===== src/gtsl_regs.svh =====
`ifndef GTSL_REGS_SVH
`define GTSL_REGS_SVH
// sample width of the differential signal
`define GTSL_SAMPLE_W      12
// start hysteresis, peak-to-peak, in sample counts
`define GTSL_START_HYS     12'h0_0C8
// threshold placement: fraction of peak-to-peak as shift (1/4 from each peak)
`define GTSL_THR_SHIFT     2
// limit on inward threshold movement per update, as shift of the step
`define GTSL_INWARD_SHIFT  3
// number of high peaks used for gain calibration
`define GTSL_CAL_PEAKS     2'h3
// power-up settle time in ns and derived cycles at 100 ns period
`define GTSL_SETTLE_NS     1000
`define GTSL_CLK_NS        100
`define GTSL_SETTLE_CYC    ((`GTSL_SETTLE_NS + `GTSL_CLK_NS - 1) / `GTSL_CLK_NS)
`endif


===== src/gtsl_pkg.sv =====
package gtsl_pkg;
  typedef logic signed [11:0] gtsl_sample_t;
  // one-hot start/run states
  typedef enum logic [3:0] {
    GTSL_SETTLE = 4'b0001,
    GTSL_HYS    = 4'b0010,
    GTSL_CAL    = 4'b0100,
    GTSL_RUN    = 4'b1000
  } gtsl_state_t;
endpackage : gtsl_pkg


===== src/gtsl_peak_if.sv =====
`timescale 1ns/1ps
// peak tracker link: sample in, tracked extremes out
interface gtsl_peak_if;
  logic                 load;
  logic                 rise_edge;
  logic                 fall_edge;
  gtsl_pkg::gtsl_sample_t sample;
  gtsl_pkg::gtsl_sample_t pk_hi;
  gtsl_pkg::gtsl_sample_t pk_lo;
  modport tracker (input load, rise_edge, fall_edge, sample, output pk_hi, pk_lo);
  modport user    (output load, rise_edge, fall_edge, sample, input pk_hi, pk_lo);
endinterface : gtsl_peak_if


===== src/gtsl_peak_track.sv =====
`timescale 1ns/1ps
`include "gtsl_regs.svh"
// tracks high and low peaks; a rising output edge restarts the high peak, a falling edge the low peak
module gtsl_peak_track (
  input wire logic       clk,
  input wire logic       rst,
  input wire logic       ce,
  gtsl_peak_if.tracker   pk
);
  wire new_hi = pk.sample > pk.pk_hi;
  wire new_lo = pk.sample < pk.pk_lo;

  // rising edge starts a fresh high peak search, falling a fresh low one
  always_ff @(posedge clk) begin
    if (rst) begin
      pk.pk_hi <= '0;
      pk.pk_lo <= '0;
    end else if (ce) begin
      if (pk.load || pk.rise_edge || new_hi) pk.pk_hi <= pk.sample;
      if (pk.load || pk.fall_edge || new_lo) pk.pk_lo <= pk.sample;
    end
  end
endmodule : gtsl_peak_track


===== src/gtsl_switch.sv =====
`timescale 1ns/1ps
`include "gtsl_regs.svh"
module gtsl_switch (
  input  wire logic                   clk,
  input  wire logic                   rst,
  input  wire logic                   ce,
  input  wire logic                   sample_valid,
  input  wire gtsl_pkg::gtsl_sample_t differential_signal,
  input  wire logic                   undervoltage,
  output logic                        high_current_state,
  output logic                        running_mode,
  output logic                        switching_enabled,
  output gtsl_pkg::gtsl_sample_t      gain_peak_sum
);
  // undervoltage is asynchronous to clk, so two flops first
  logic uv_meta;
  logic uv_sync;
  always_ff @(posedge clk) begin
    if (rst) begin
      uv_meta <= 1'b1;
      uv_sync <= 1'b1;
    end else if (ce) begin
      uv_meta <= undervoltage;
      uv_sync <= uv_meta;
    end
  end

  gtsl_pkg::gtsl_state_t state;
  gtsl_pkg::gtsl_state_t next_state;
  gtsl_pkg::gtsl_sample_t op_thr;
  gtsl_pkg::gtsl_sample_t rp_thr;
  logic [3:0]             settle_cnt;
  logic [1:0]             cal_cnt;
  logic                   out_q;
  logic                   thr_ok;

  gtsl_peak_if pk ();
  gtsl_peak_track u_peak (
    .clk (clk),
    .rst (rst),
    .ce  (ce),
    .pk  (pk)
  );

  // decoding of the state and of the sample stream
  wire in_hys    = state == gtsl_pkg::GTSL_HYS;
  wire in_cal    = state == gtsl_pkg::GTSL_CAL;
  wire in_run    = state == gtsl_pkg::GTSL_RUN;
  // no switch events during lockout, so thresholds do not creep meanwhile
  wire live      = sample_valid && !uv_sync && (in_cal || in_run);
  // peak-to-peak against the extremes seen since settle, not a single sample
  wire signed [12:0] exc_hi = 13'(differential_signal) - 13'(pk.pk_lo);
  wire signed [12:0] exc_lo = 13'(pk.pk_hi) - 13'(differential_signal);
  // signed compare: an unsigned limit would turn negative excursions huge
  wire hys_hi    = exc_hi > $signed(13'(`GTSL_START_HYS));
  wire hys_lo    = exc_lo > $signed(13'(`GTSL_START_HYS));
  wire hys_hit   = in_hys && sample_valid && (hys_hi || hys_lo);
  wire rise_cross = live && !out_q && thr_ok && differential_signal >= op_thr;
  wire fall_cross = live && out_q && thr_ok && differential_signal <= rp_thr;
  // low-side start switches low at once, high-side start makes no edge
  wire start_low  = hys_hit && hys_lo;
  wire rise_ev    = rise_cross;
  wire fall_ev    = fall_cross || start_low;

  assign pk.sample    = differential_signal;
  assign pk.load      = (state == gtsl_pkg::GTSL_SETTLE);
  assign pk.rise_edge = rise_ev;
  assign pk.fall_edge = fall_ev;

  // target thresholds a quarter in from each peak of the last two edges
  wire signed [12:0] span    = 13'(pk.pk_hi) - 13'(pk.pk_lo);
  wire signed [12:0] quarter = span >>> `GTSL_THR_SHIFT;
  wire gtsl_pkg::gtsl_sample_t op_tgt = 12'(13'(pk.pk_hi) - quarter);
  wire gtsl_pkg::gtsl_sample_t rp_tgt = 12'(13'(pk.pk_lo) + quarter);
  // inward moves (op down, rp up) only go part way; outward moves are taken whole
  wire signed [12:0] op_step = (13'(op_thr) - 13'(op_tgt)) >>> `GTSL_INWARD_SHIFT;
  wire signed [12:0] rp_step = (13'(rp_tgt) - 13'(rp_thr)) >>> `GTSL_INWARD_SHIFT;
  wire gtsl_pkg::gtsl_sample_t op_lim =
    (op_tgt < op_thr) ? 12'(13'(op_thr) - op_step) : op_tgt;
  wire gtsl_pkg::gtsl_sample_t rp_lim =
    (rp_tgt > rp_thr) ? 12'(13'(rp_thr) + rp_step) : rp_tgt;

  // start sequence: settle, hysteresis wait, calibration, running
  always_comb begin
    next_state = state;
    unique case (state)
      gtsl_pkg::GTSL_SETTLE: if (settle_cnt == 4'(`GTSL_SETTLE_CYC)) next_state = gtsl_pkg::GTSL_HYS;
      gtsl_pkg::GTSL_HYS:    if (hys_hit) next_state = gtsl_pkg::GTSL_CAL;
      gtsl_pkg::GTSL_CAL:    if (rise_ev && cal_cnt == `GTSL_CAL_PEAKS - 2'h1)
                               next_state = gtsl_pkg::GTSL_RUN;
      gtsl_pkg::GTSL_RUN:    next_state = state;
      default:               next_state = gtsl_pkg::GTSL_SETTLE;
    endcase
  end

  // sequencing registers; reset returns to uncalibrated start
  always_ff @(posedge clk) begin
    if (rst) begin
      state      <= gtsl_pkg::GTSL_SETTLE;
      settle_cnt <= 4'h0;
      cal_cnt    <= 2'h0;
    end else if (ce) begin
      state <= next_state;
      if (state == gtsl_pkg::GTSL_SETTLE) settle_cnt <= settle_cnt + 4'h1;
      if (in_cal && rise_ev) cal_cnt <= cal_cnt + 2'h1;
    end
  end

  // threshold registers, refreshed on every output edge except the rise forced by undervoltage
  always_ff @(posedge clk) begin
    if (rst) begin
      op_thr <= '0;
      rp_thr <= '0;
      thr_ok <= 1'b0;
    end else if (ce) begin
      if (hys_hit) begin
        // the crossing sample becomes the first switchpoint
        op_thr <= hys_hi ? differential_signal : pk.pk_hi;
        rp_thr <= hys_hi ? pk.pk_lo : differential_signal;
        thr_ok <= 1'b1;
      end else if (rise_ev || fall_ev) begin
        op_thr <= op_lim;
        rp_thr <= rp_lim;
      end
    end
  end

  // output state; high until switching, forced high on undervoltage
  always_ff @(posedge clk) begin
    if (rst) begin
      out_q <= 1'b1;
    end else if (ce) begin
      if (uv_sync) out_q <= 1'b1;
      else if (fall_ev) out_q <= 1'b0;
      else if (rise_ev) out_q <= 1'b1;
      // a high-side start leaves out_q high: no edge
    end
  end

  // gain calibration accumulates a quarter of each rising-edge high peak
  always_ff @(posedge clk) begin
    if (rst) begin
      gain_peak_sum <= '0;
    end else if (ce && in_cal && rise_ev) begin
      gain_peak_sum <= 12'(gain_peak_sum + (pk.pk_hi >>> 2));
    end
  end

  // registered status outputs
  always_ff @(posedge clk) begin
    if (rst) begin
      high_current_state <= 1'b1;
      running_mode       <= 1'b0;
      switching_enabled  <= 1'b0;
    end else if (ce) begin
      high_current_state <= out_q;
      running_mode       <= in_run;
      switching_enabled  <= thr_ok;
    end
  end
endmodule : gtsl_switch


===== config.mk =====
export PLATFORM = sky130hd
export DESIGN_NAME = gtsl_switch
export DESIGN_NICKNAME = d
export VERILOG_FILES = /design/src/gtsl_pkg.sv /design/src/gtsl_peak_if.sv /design/src/gtsl_peak_track.sv /design/src/gtsl_switch.sv
export VERILOG_INCLUDE_DIRS = /design/src
export SDC_FILE = /design/constraint.sdc
export NUM_CORES = 1
export LEC_CHECK = 0
export ABC_AREA = 1
export BUFFER_PORTS_ARGS = -buffer_cell sky130_fd_sc_hd__clkbuf_2
export CORE_ASPECT_RATIO = 0.5
export CORE_MARGIN = 5
export CORE_UTILIZATION = 58
export CTS_BUF_LIST = sky130_fd_sc_hd__clkbuf_2
export DETAILED_ROUTE_END_ITERATION = 7
export PLACE_DENSITY = 0.82
export SYNTH_ARGS = -nofsm -noshare
export SYNTH_HDL_FRONTEND = slang
export SYNTH_SLANG_ARGS = --single-unit
export TNS_END_PERCENT = 5

===== constraint.sdc =====
create_clock -name clk -period 7.45 [get_ports clk]
set_input_delay 1.1175 -clock clk [delete_from_list [all_inputs] [get_ports clk]]
set_output_delay 1.1175 -clock clk [all_outputs]
set_load 0.005 [all_outputs]

==> flow_metrics.env, run 1 <==
export IMPL_finalHoldViolations=0
export IMPL_clock_fmax_mhz=161
export IMPL_syn_num_nets=1549
export IMPL_syn2layout_area_growth_pct=3.90
export IMPL_crit_buf_inv=4
export IMPL_rr_worst_depth=39
export IMPL_htreeDepth=3
export IMPL_num_nets_final=1564
export IMPL_grt_pass1_wl_um=42600
export IMPL_clock_sinks=77
export IMPL_r2r_slack_ps=1230
export IMPL_wire_per_inst_um=16.6
export IMPL_dpl_hpwl_um=20800
export IMPL_r2r_start="u_peak.pk.pk_lo[1]$_SDFFE_PP0P_"
export IMPL_post_cts_repair_setup_buffers=0
export IMPL_reg2reg_to="rp_thr[11]$_SDFFE_PP0P_"
export IMPL_endpoint_kind="register"
export IMPL_synth_seq_area_share_pct=16.6
export IMPL_crit_fanout=5
export IMPL_cap_violations=0
export IMPL_rsz0062_at_grt="no"
export IMPL_yosysWarnings=0
export IMPL_drv_slew=0
export IMPL_outcome="finished, final reports clean"
export IMPL_grt_pass1_vias=8566
export IMPL_syn_area_per_cell_um2=6.71
export IMPL_clk_insertion_delay_late_ps=630
export IMPL_cts_root_buffer="clkbuf_2"
export IMPL_hold_buffers=0
export IMPL_vias=9286
export IMPL_synth_top_area_cell="ha_1"
export IMPL_period_share_pct=83.5
export IMPL_ys_seq_elements=77
export IMPL_netlist_area_um2=9280
export IMPL_n_antenna_cell=0
export IMPL_startpoint_type="register"
export IMPL_port_buffers=31
export IMPL_max_slew_margin_pct=43.1
export IMPL_wl_um=26700
export IMPL_fillCellCount=1426
export IMPL_stdcell_area_um2=9640
export IMPL_tightest_slew_ps=851
export IMPL_ant_nets=0
export IMPL_finalSetupTns_ps=0
export IMPL_yosys_cell_types_count=56
export IMPL_dr_pass1_iters=6
export IMPL_grt_use_total_pct=28.1
export IMPL_cpMostUsedCell="a21oi_1"
export IMPL_max_stage_delay_ps=500
export IMPL_drc=0
export IMPL_via_per_inst=5.77
export IMPL_row_count=32
export IMPL_hold_class="register to register"
export IMPL_cts_resized=0
export IMPL_io_pins=32
export IMPL_synth_area_leaders="ha_1 19%, dfxtp_1 17%, nand2_1 11%, inv_1 8.0%, a21oi_1 7.4%"
export IMPL_cts_buffers=9
export IMPL_die_h_um=99.5
export IMPL_antenna_found_initial=1
export IMPL_synth_cells=1384
export IMPL_yosys_area_top_type_share_pct=19.0
export IMPL_startpoint="u_peak.pk.pk_lo[1]$_SDFFE_PP0P_"
export IMPL_required_ps=8020
export IMPL_start_util_pct=59.7
export IMPL_placed_area_um2=9500
export IMPL_grt_overflow=0
export IMPL_crit_path_end="rp_thr[11]$_SDFFE_PP0P_"
export IMPL_cp_num_cells=39
export IMPL_core_area_um2=15500
export IMPL_grt_max_degree=59
export IMPL_clockBufferDepth=2
export IMPL_cts_tree="yes"
export IMPL_die_w_um=189
export IMPL_crit_family="compound AO/OA/AOI/OAI gates"
export IMPL_setup_viol=0
export IMPL_drive_gt1_share_pct=7.76
export IMPL_clkTransAtPathRegs_ps=250
export IMPL_finalWeightedCongestion=1.01
export IMPL_fin_hold_ws_ps=487
export IMPL_drt_iter0_drc=700
export IMPL_period_minus_slack_ps=6220
export IMPL_arrival_ps=6790
export IMPL_skew_ps=28.3
export IMPL_slowest_stage="dfxtp_1"
export IMPL_dieArea_um2=18800
export IMPL_critPathKind="register to register"
==> worst reg2reg max path, delay by kind of cell (launching register included) <==
kind                     cells  cell delay, ps
AND/OR/NAND/NOR             13            1090
adder cells (fa/ha/maj)      4            1270
AO/OA/AOI/OAI               14            2230
flip-flops                   1             500
XOR/XNOR                     4             790
buffers and inverters        4             320
==> registers in the layout, summed over array words and instances, names as in the netlist <==
signal	flops
uv_sync	1
settle_cnt	4
gain_peak_sum	12
out_q	1
rp_thr	12
uv_meta	1
cal_cnt	2
u_peak.pk.pk_hi	12
op_thr	12
switching_enabled	1
state	4
u_peak.pk.pk_lo	12
thr_ok	1
high_current_state	1
running_mode	1
==> metrics by stage <==
step / instances / setup WS (ps) / util (%)
6_report: 1608 / 1230 / 62.1
5_1_grt: 1608 / 561 / 62.1
4_1_cts: 1608 / 1320 / 62.1
3_5_place_dp: 1592 / 1360 / 61.2
3_3_place_gp: 1592 / 1550 / 61.2
2_1_floorplan: 1384 / 1980 / -
==> cell usage after synthesis (all sizes together) <==
cell type and number:
nand4 15, xor2 68, o2111ai 3, o21bai 10, o31ai 1, nor3 15
a31oi 11, inv 206, o41ai 2, fa 7, o21a 2, nor2 100
o211ai 9, a21boi 1, ha 141, a21o 4, nor4 1, and2 4
clkbuf 7, o221ai 1, a21oi 140, nor3b 1, nand2 295, xnor2 18
a22oi 2, dfxtp 77, buf 23, clkinv 1, nand3b 3, o21ai 127
a211oi 12, or2 6, a221oi 1, nand3 70
==> per-layer routing <==
metal | vias up | wire length, um | track usage, %
met5 | - | 13 | 0
met4 | 2 | 645 | 7.89
met3 | 58 | 2770 | 6.17
met2 | 406 | 11100 | 43.6
met1 | 4196 | 12100 | 39.5
li1 | 4624 | - | -
==> area by class of cell <==
| class | count | area, um^2 | area share (%) |
|---|---|---|---|
| clock buffers | 10 | 50.0 | 0.519 |
| clock inverters | 6 | 92.6 | 0.960 |
| inverters | 207 | 790 | 8.19 |
| multi-input cells | 1070 | 6740 | 69.9 |
| flip-flops and latches | 77 | 1540 | 16.0 |
| well taps | 204 | 255 | 2.65 |
| repair buffers | 34 | 178 | 1.84 |
==> cell families (layout without fill, tap and decap cells) <==
kind of cell | Yosys count | in the layout | share of synthesized area, %
simple gates | 510 | 510 | 23.9
compound gates | 326 | 326 | 19.9
buf+inv | 237 | 257 | 10.8
fa+ha+maj | 148 | 148 | 20.5
xor+xnor | 86 | 86 | 8.20
flops | 77 | 77 | 16.6
==> worst min path at each step <==
stage | startpoint | slack [ps] | endpoint | depth (start not counted)
after detailed placement | uv_meta$_SDFFE_PP1P_ | 460 | uv_meta$_SDFFE_PP1P_ | 2
final | rp_thr[11]$_SDFFE_PP0P_ | 490 | rp_thr[11]$_SDFFE_PP0P_ | 2
after floorplan | uv_meta$_SDFFE_PP1P_ | 430 | uv_meta$_SDFFE_PP1P_ | 2
after global routing | rp_thr[11]$_SDFFE_PP0P_ | 510 | rp_thr[11]$_SDFFE_PP0P_ | 2
after global placement | uv_meta$_SDFFE_PP1P_ | 440 | uv_meta$_SDFFE_PP1P_ | 2
after CTS | rp_thr[11]$_SDFFE_PP0P_ | 490 | rp_thr[11]$_SDFFE_PP0P_ | 2
==> cells in the final DEF (no fill, tap or decap), types with 8 or more instances in the layout <==
cell type,synthesis,layout
nor3_1,13,13
nand4_1,15,15
a211oi_1,10,10
dfxtp_1,77,77
o211ai_1,8,8
nand2_2,11,11
nand2_1,279,279
a21oi_1,137,137
inv_1,197,197
ha_1,141,141
nor2_1,96,96
o21ai_1,26,26
o21ai_0,100,100
nand3_1,63,63
clkbuf_2,0,41
a31oi_1,10,10
xnor2_1,18,18
xor2_1,67,67
Power of run 1 is left out: the tool's default activity adds up to more than one toggle a clock period on the data nets, which glitch-free logic cannot reach.
==> run 2: changes to the inputs <==
--- a/config.mk
+++ b/config.mk
@@ -13,7 +13,7 @@
 export CORE_UTILIZATION = 58
 export CTS_BUF_LIST = sky130_fd_sc_hd__clkbuf_2
 export DETAILED_ROUTE_END_ITERATION = 7
-export PLACE_DENSITY = 0.82
+export PLACE_DENSITY = 0.85
 export SYNTH_ARGS = -nofsm -noshare
 export SYNTH_HDL_FRONTEND = slang
 export SYNTH_SLANG_ARGS = --single-unit
==> constraint.sdc (replaced) <==
create_clock -name clk -period 5.2 [get_ports clk]
set_input_delay 0.78 -clock clk [delete_from_list [all_inputs] [get_ports clk]]
set_output_delay 0.78 -clock clk [all_outputs]
set_load 0.005 [all_outputs]
==> flow_metrics.env, run 2 (synthesized netlist as in run 1, its figures left out) <==
export IMPL_start_util_pct=59.7
export IMPL_period_share_pct=108
export IMPL_violations="negative setup slack"
export IMPL_place_ws_ps=-481
export IMPL_wl_um=32700
export IMPL_crit_fanout=3
export IMPL_endpoint_kind="register"
export IMPL_clockBufferDepth=2
export IMPL_drv_slew=0
export IMPL_row_count=32
export IMPL_via_per_inst=5.96
export IMPL_grt_pass1_vias=9763
export IMPL_finalHoldViolations=0
export IMPL_placed_area_um2=10600
export IMPL_drive_gt1_share_pct=25.9
export IMPL_layout_common_cells="262 x nand2_1, 183 x inv_1, 166 x buf_4, 115 x ha_1, 111 x a21oi_1"
export IMPL_num_nets_final=1730
export IMPL_cap_violations=0
export IMPL_grt_overflow=0
export IMPL_clock_fmax_mhz=178
export IMPL_grt_max_degree=48
export IMPL_htreeDepth=3
export IMPL_hold_class="input port to register"
export IMPL_vias=10600
export IMPL_startpoint="u_peak.pk.pk_lo[3]$_SDFFE_PP0P_"
export IMPL_fin_ws_ps=-412
export IMPL_r2r_start="u_peak.pk.pk_lo[3]$_SDFFE_PP0P_"
export IMPL_final_common_cell="nand2_1"
export IMPL_max_slew_margin_pct=51.0
export IMPL_tightest_slew_ps=733
export IMPL_cts_tree="yes"
export IMPL_slowest_stage="dfxtp_1"
export IMPL_finalWeightedCongestion=0.965
export IMPL_drt_iter0_drc=1007
export IMPL_stdcell_area_um2=11800
export IMPL_die_h_um=99.5
export IMPL_hold_buffers=0
export IMPL_grt_use_total_pct=31.7
export IMPL_rr_worst_depth=34
export IMPL_critPathKind="register to register"
export IMPL_clkTransAtPathRegs_ps=280
export IMPL_dp_cells=1725
export IMPL_reg2reg_to="rp_thr[11]$_SDFFE_PP0P_"
export IMPL_port_buffers=31
export IMPL_crit_path_end="rp_thr[11]$_SDFFE_PP0P_"
export IMPL_wire_per_inst_um=18.4
export IMPL_cts_buffers=9
export IMPL_setup_viol=16
export IMPL_core_area_um2=15500
export IMPL_required_ps=5760
export IMPL_clk_insertion_delay_late_ps=620
export IMPL_die_w_um=189
export IMPL_dpl_hpwl_um=23100
export IMPL_arrival_ps=6170
export IMPL_clock_sinks=77
export IMPL_skew_ps=47.6
export IMPL_rsz0062_at_grt="yes"
export IMPL_syn2layout_area_growth_pct=27.3
export IMPL_r2r_slack_ps=-410
export IMPL_drc=0
export IMPL_period_minus_slack_ps=5610
export IMPL_antenna_found_initial=1
export IMPL_dr_pass1_iters=6
export IMPL_startpoint_type="register"
export IMPL_io_pins=32
export IMPL_grt_pass1_wl_um=48000
export IMPL_dieArea_um2=18800
export IMPL_max_stage_delay_ps=420
export IMPL_ant_nets=0
export IMPL_cts_root_buffer="clkbuf_2"
export IMPL_outcome="complete, but fails checks"
export IMPL_stdcell_count=1774
## run 2: worst max-delay path, delay by kind of cell (launching register included)
kind                     cells  cell delay, ps
AO/OA/AOI/OAI               10            1500
XOR/XNOR                     4             810
adder cells (fa/ha/maj)      4            1110
buffers and inverters        6             710
flip-flops                   1             420
AND/OR/NAND/NOR             10            1010
## run 2: layout make-up
type                            instances  area (um^2)
Multi-Input combinational cell       1070         7620
Inverter                              207          800
Timing Repair Buffer                  200         1440
Clock inverter                          6         92.6
Tap cell                              204          255
Clock buffer                            9         45.0
Sequential cell                        77         1550
Antenna cell                            1         2.50
Fill cell                            1104         3720
## run 2: worst min path at each step
stage / startpoint / end / slack (ps) / cells after the start
after floorplan: uv_meta$_SDFFE_PP1P_ / uv_meta$_SDFFE_PP1P_ / 430 / 2
after global placement: uv_meta$_SDFFE_PP1P_ / uv_meta$_SDFFE_PP1P_ / 440 / 2
after detailed placement: uv_meta$_SDFFE_PP1P_ / uv_meta$_SDFFE_PP1P_ / 440 / 2
after CTS: undervoltage / uv_meta$_SDFFE_PP1P_ / 330 / 3
after global routing: undervoltage / uv_meta$_SDFFE_PP1P_ / 330 / 3
final: undervoltage / uv_meta$_SDFFE_PP1P_ / 330 / 3
## run 2: what timing repair did
action,4_1_cts,5_1_grt
resized for setup,45,129
setup endpoints to repair,19,24
endpoints found under the hold margin,0,0
pin swaps,36,75
setup buffers,17,16
## run 2: stage by stage
step / hold slack, ps / setup TNS (ps) / utilization, %
global placement: 438 / -1220 / 68.0
detailed placement: 445 / -4060 / 68.0
floorplan: 429 / 0 / -
finish: 334 / -2460 / 76.1
CTS: 329 / -1500 / 71.1
global route: 326 / -7640 / 76.1
## run 2: metal layers
layer	wire [um]	vias up	global-route usage (%)
li1	-	4959	-
met1	13500	4845	43.5
met2	14100	621	50.4
met3	3630	143	5.43
met4	1410	0	11.4
met5	0	-	0
Power of run 2 is left out for the same reason.
==> run 3: changes to the inputs <==
--- a/config.mk
+++ b/config.mk
@@ -7,13 +7,13 @@
 export NUM_CORES = 1
 export LEC_CHECK = 0
 export ABC_AREA = 1
-export BUFFER_PORTS_ARGS = -buffer_cell sky130_fd_sc_hd__clkbuf_2
 export CORE_ASPECT_RATIO = 0.5
 export CORE_MARGIN = 5
 export CORE_UTILIZATION = 58
 export CTS_BUF_LIST = sky130_fd_sc_hd__clkbuf_2
 export DETAILED_ROUTE_END_ITERATION = 7
-export PLACE_DENSITY = 0.85
+export DONT_BUFFER_PORTS = 1
+export PLACE_DENSITY = 0.83
 export SYNTH_ARGS = -nofsm -noshare
 export SYNTH_HDL_FRONTEND = slang
 export SYNTH_SLANG_ARGS = --single-unit
==> flow_metrics.env, run 3 (synthesized netlist as in run 1, its figures left out) <==
export IMPL_hold_path_end="state[2]$_SDFFE_PP0P_"
export IMPL_place_ws_ps=-448
export IMPL_antenna_found_initial=0
export IMPL_die_w_um=189
export IMPL_htreeDepth=3
export IMPL_grt_use_total_pct=31.3
export IMPL_dpl_hpwl_um=23300
export IMPL_cts_buffers=9
export IMPL_rsz0062_at_grt="yes"
export IMPL_ant_nets=0
export IMPL_dieArea_um2=18800
export IMPL_clock_fmax_mhz=175
export IMPL_clockBufferDepth=2
export IMPL_wl_um=31000
export IMPL_hold_class="input port to register"
export IMPL_slowest_stage="dfxtp_4"
export IMPL_cap_violations=0
export IMPL_arrival_ps=6280
export IMPL_grt_pass1_wl_um=47000
export IMPL_outcome="complete, but fails checks"
export IMPL_grt_overflow=0
export IMPL_violations="negative setup slack"
export IMPL_startpoint_type="register"
export IMPL_r2r_start="u_peak.pk.pk_lo[1]$_SDFFE_PP0P_"
export IMPL_drt_iter0_drc=1085
export IMPL_r2r_slack_ps=-510
export IMPL_die_h_um=99.5
export IMPL_hold_depth=1
export IMPL_skew_ps=40.5
export IMPL_cts_root_buffer="clkbuf_2"
export IMPL_clkTransAtPathRegs_ps=300
export IMPL_wl_met1_um=13800
export IMPL_clock_sinks=77
export IMPL_max_stage_delay_ps=430
export IMPL_required_ps=5760
export IMPL_period_minus_slack_ps=5710
export IMPL_critPathKind="register to register"
export IMPL_io_pins=32
export IMPL_crit_fanout=4
export IMPL_hp_start="rst"
export IMPL_placed_area_um2=10600
export IMPL_core_area_um2=15500
export IMPL_grt_max_degree=47
export IMPL_start_util_pct=59.7
export IMPL_setup_viol=10
export IMPL_port_buffers=0
export IMPL_vias=10100
export IMPL_wire_per_inst_um=17.8
export IMPL_final_common_cell="nand2_1"
export IMPL_drive_gt1_share_pct=22.4
export IMPL_drv_slew=0
export IMPL_hold_buffers=0
export IMPL_stdcell_area_um2=11400
export IMPL_top_layer="met4"
export IMPL_row_count=32
export IMPL_reg2reg_to="rp_thr[11]$_SDFFE_PP0P_"
export IMPL_tightest_slew_ps=929
export IMPL_period_share_pct=110
export IMPL_finalWeightedCongestion=0.963
export IMPL_cpMostUsedCell="xor2_1"
export IMPL_fin_ws_ps=-515
export IMPL_finalHoldViolations=0
export IMPL_max_slew_margin_pct=37.9
export IMPL_syn2layout_area_growth_pct=23.0
export IMPL_dr_pass1_iters=5
export IMPL_cts_tree="yes"
export IMPL_clk_insertion_delay_late_ps=620
export IMPL_endpoint_kind="register"
export IMPL_layout_common_cells="267 x nand2_1, 191 x inv_1, 171 x buf_4, 124 x ha_1, 110 x a21oi_1"
export IMPL_n_antenna_cell=0
export IMPL_met3_length_um=3290
export IMPL_num_nets_final=1703
export IMPL_rr_worst_depth=39
export IMPL_via_per_inst=5.80
export IMPL_drc=0
export IMPL_wl_met2_um=12900
export IMPL_grt_pass1_vias=9278
## run 3: worst max path at each step
stage	slack, ps	cells after the start	to	from
2_1_floorplan	30	39	rp_thr[11]$_SDFFE_PP0P_	u_peak.pk.pk_lo[1]$_SDFFE_PP0P_
4_1_cts	-370	39	rp_thr[11]$_SDFFE_PP0P_	u_peak.pk.pk_lo[1]$_SDFFE_PP0P_
3_5_place_dp	-450	41	rp_thr[10]$_SDFFE_PP0P_	u_peak.pk.pk_lo[1]$_SDFFE_PP0P_
3_3_place_gp	-220	41	rp_thr[10]$_SDFFE_PP0P_	u_peak.pk.pk_lo[1]$_SDFFE_PP0P_
5_1_grt	-880	39	rp_thr[11]$_SDFFE_PP0P_	u_peak.pk.pk_lo[1]$_SDFFE_PP0P_
6_report	-510	39	rp_thr[11]$_SDFFE_PP0P_	u_peak.pk.pk_lo[1]$_SDFFE_PP0P_
## run 3: timing repair
action,4_1_cts,5_1_grt
resized for setup,27,92
pin swaps,14,55
buffers inserted,8,6
setup endpoints to repair,17,24
## run 3: final cells by class
cell class,instances,area [um^2]
clock inverter,6,116
clock buffer,10,50.0
timing repair buffer,173,1320
tap,204,255
fill,1224,4120
inverter,207,802
sequential,77,1550
multi-input combinational,1070,7330
## run 3: per-layer routing
metal,global-route usage (%),up-vias
met1,44.0,4647
li1,-,4915
met4,9.29,0
met5,0,-
met2,47.4,477
met3,8.10,89
## run 3: worst max-delay path, delay by kind of cell, from the launching register on
| family | cells | cell delay [ps] |
|---|---|---|
| simple gates | 15 | 1200 |
| buf+inv | 5 | 380 |
| compound gates | 10 | 1550 |
| xor+xnor | 5 | 960 |
| fa+ha+maj | 4 | 1150 |
| flops | 1 | 430 |
## run 3: metrics by stage
stage	hold slack (ps)	cells	util [%]	TNS, ps
3_5_place_dp	461	1717	68.1	-3380
5_1_grt	121	1747	73.5	-9320
2_1_floorplan	429	1384	-	0
3_3_place_gp	443	1717	68.1	-1430
6_report	176	1747	73.5	-2440
4_1_cts	155	1741	70.5	-2310
Power of run 3 is left out for the same reason.
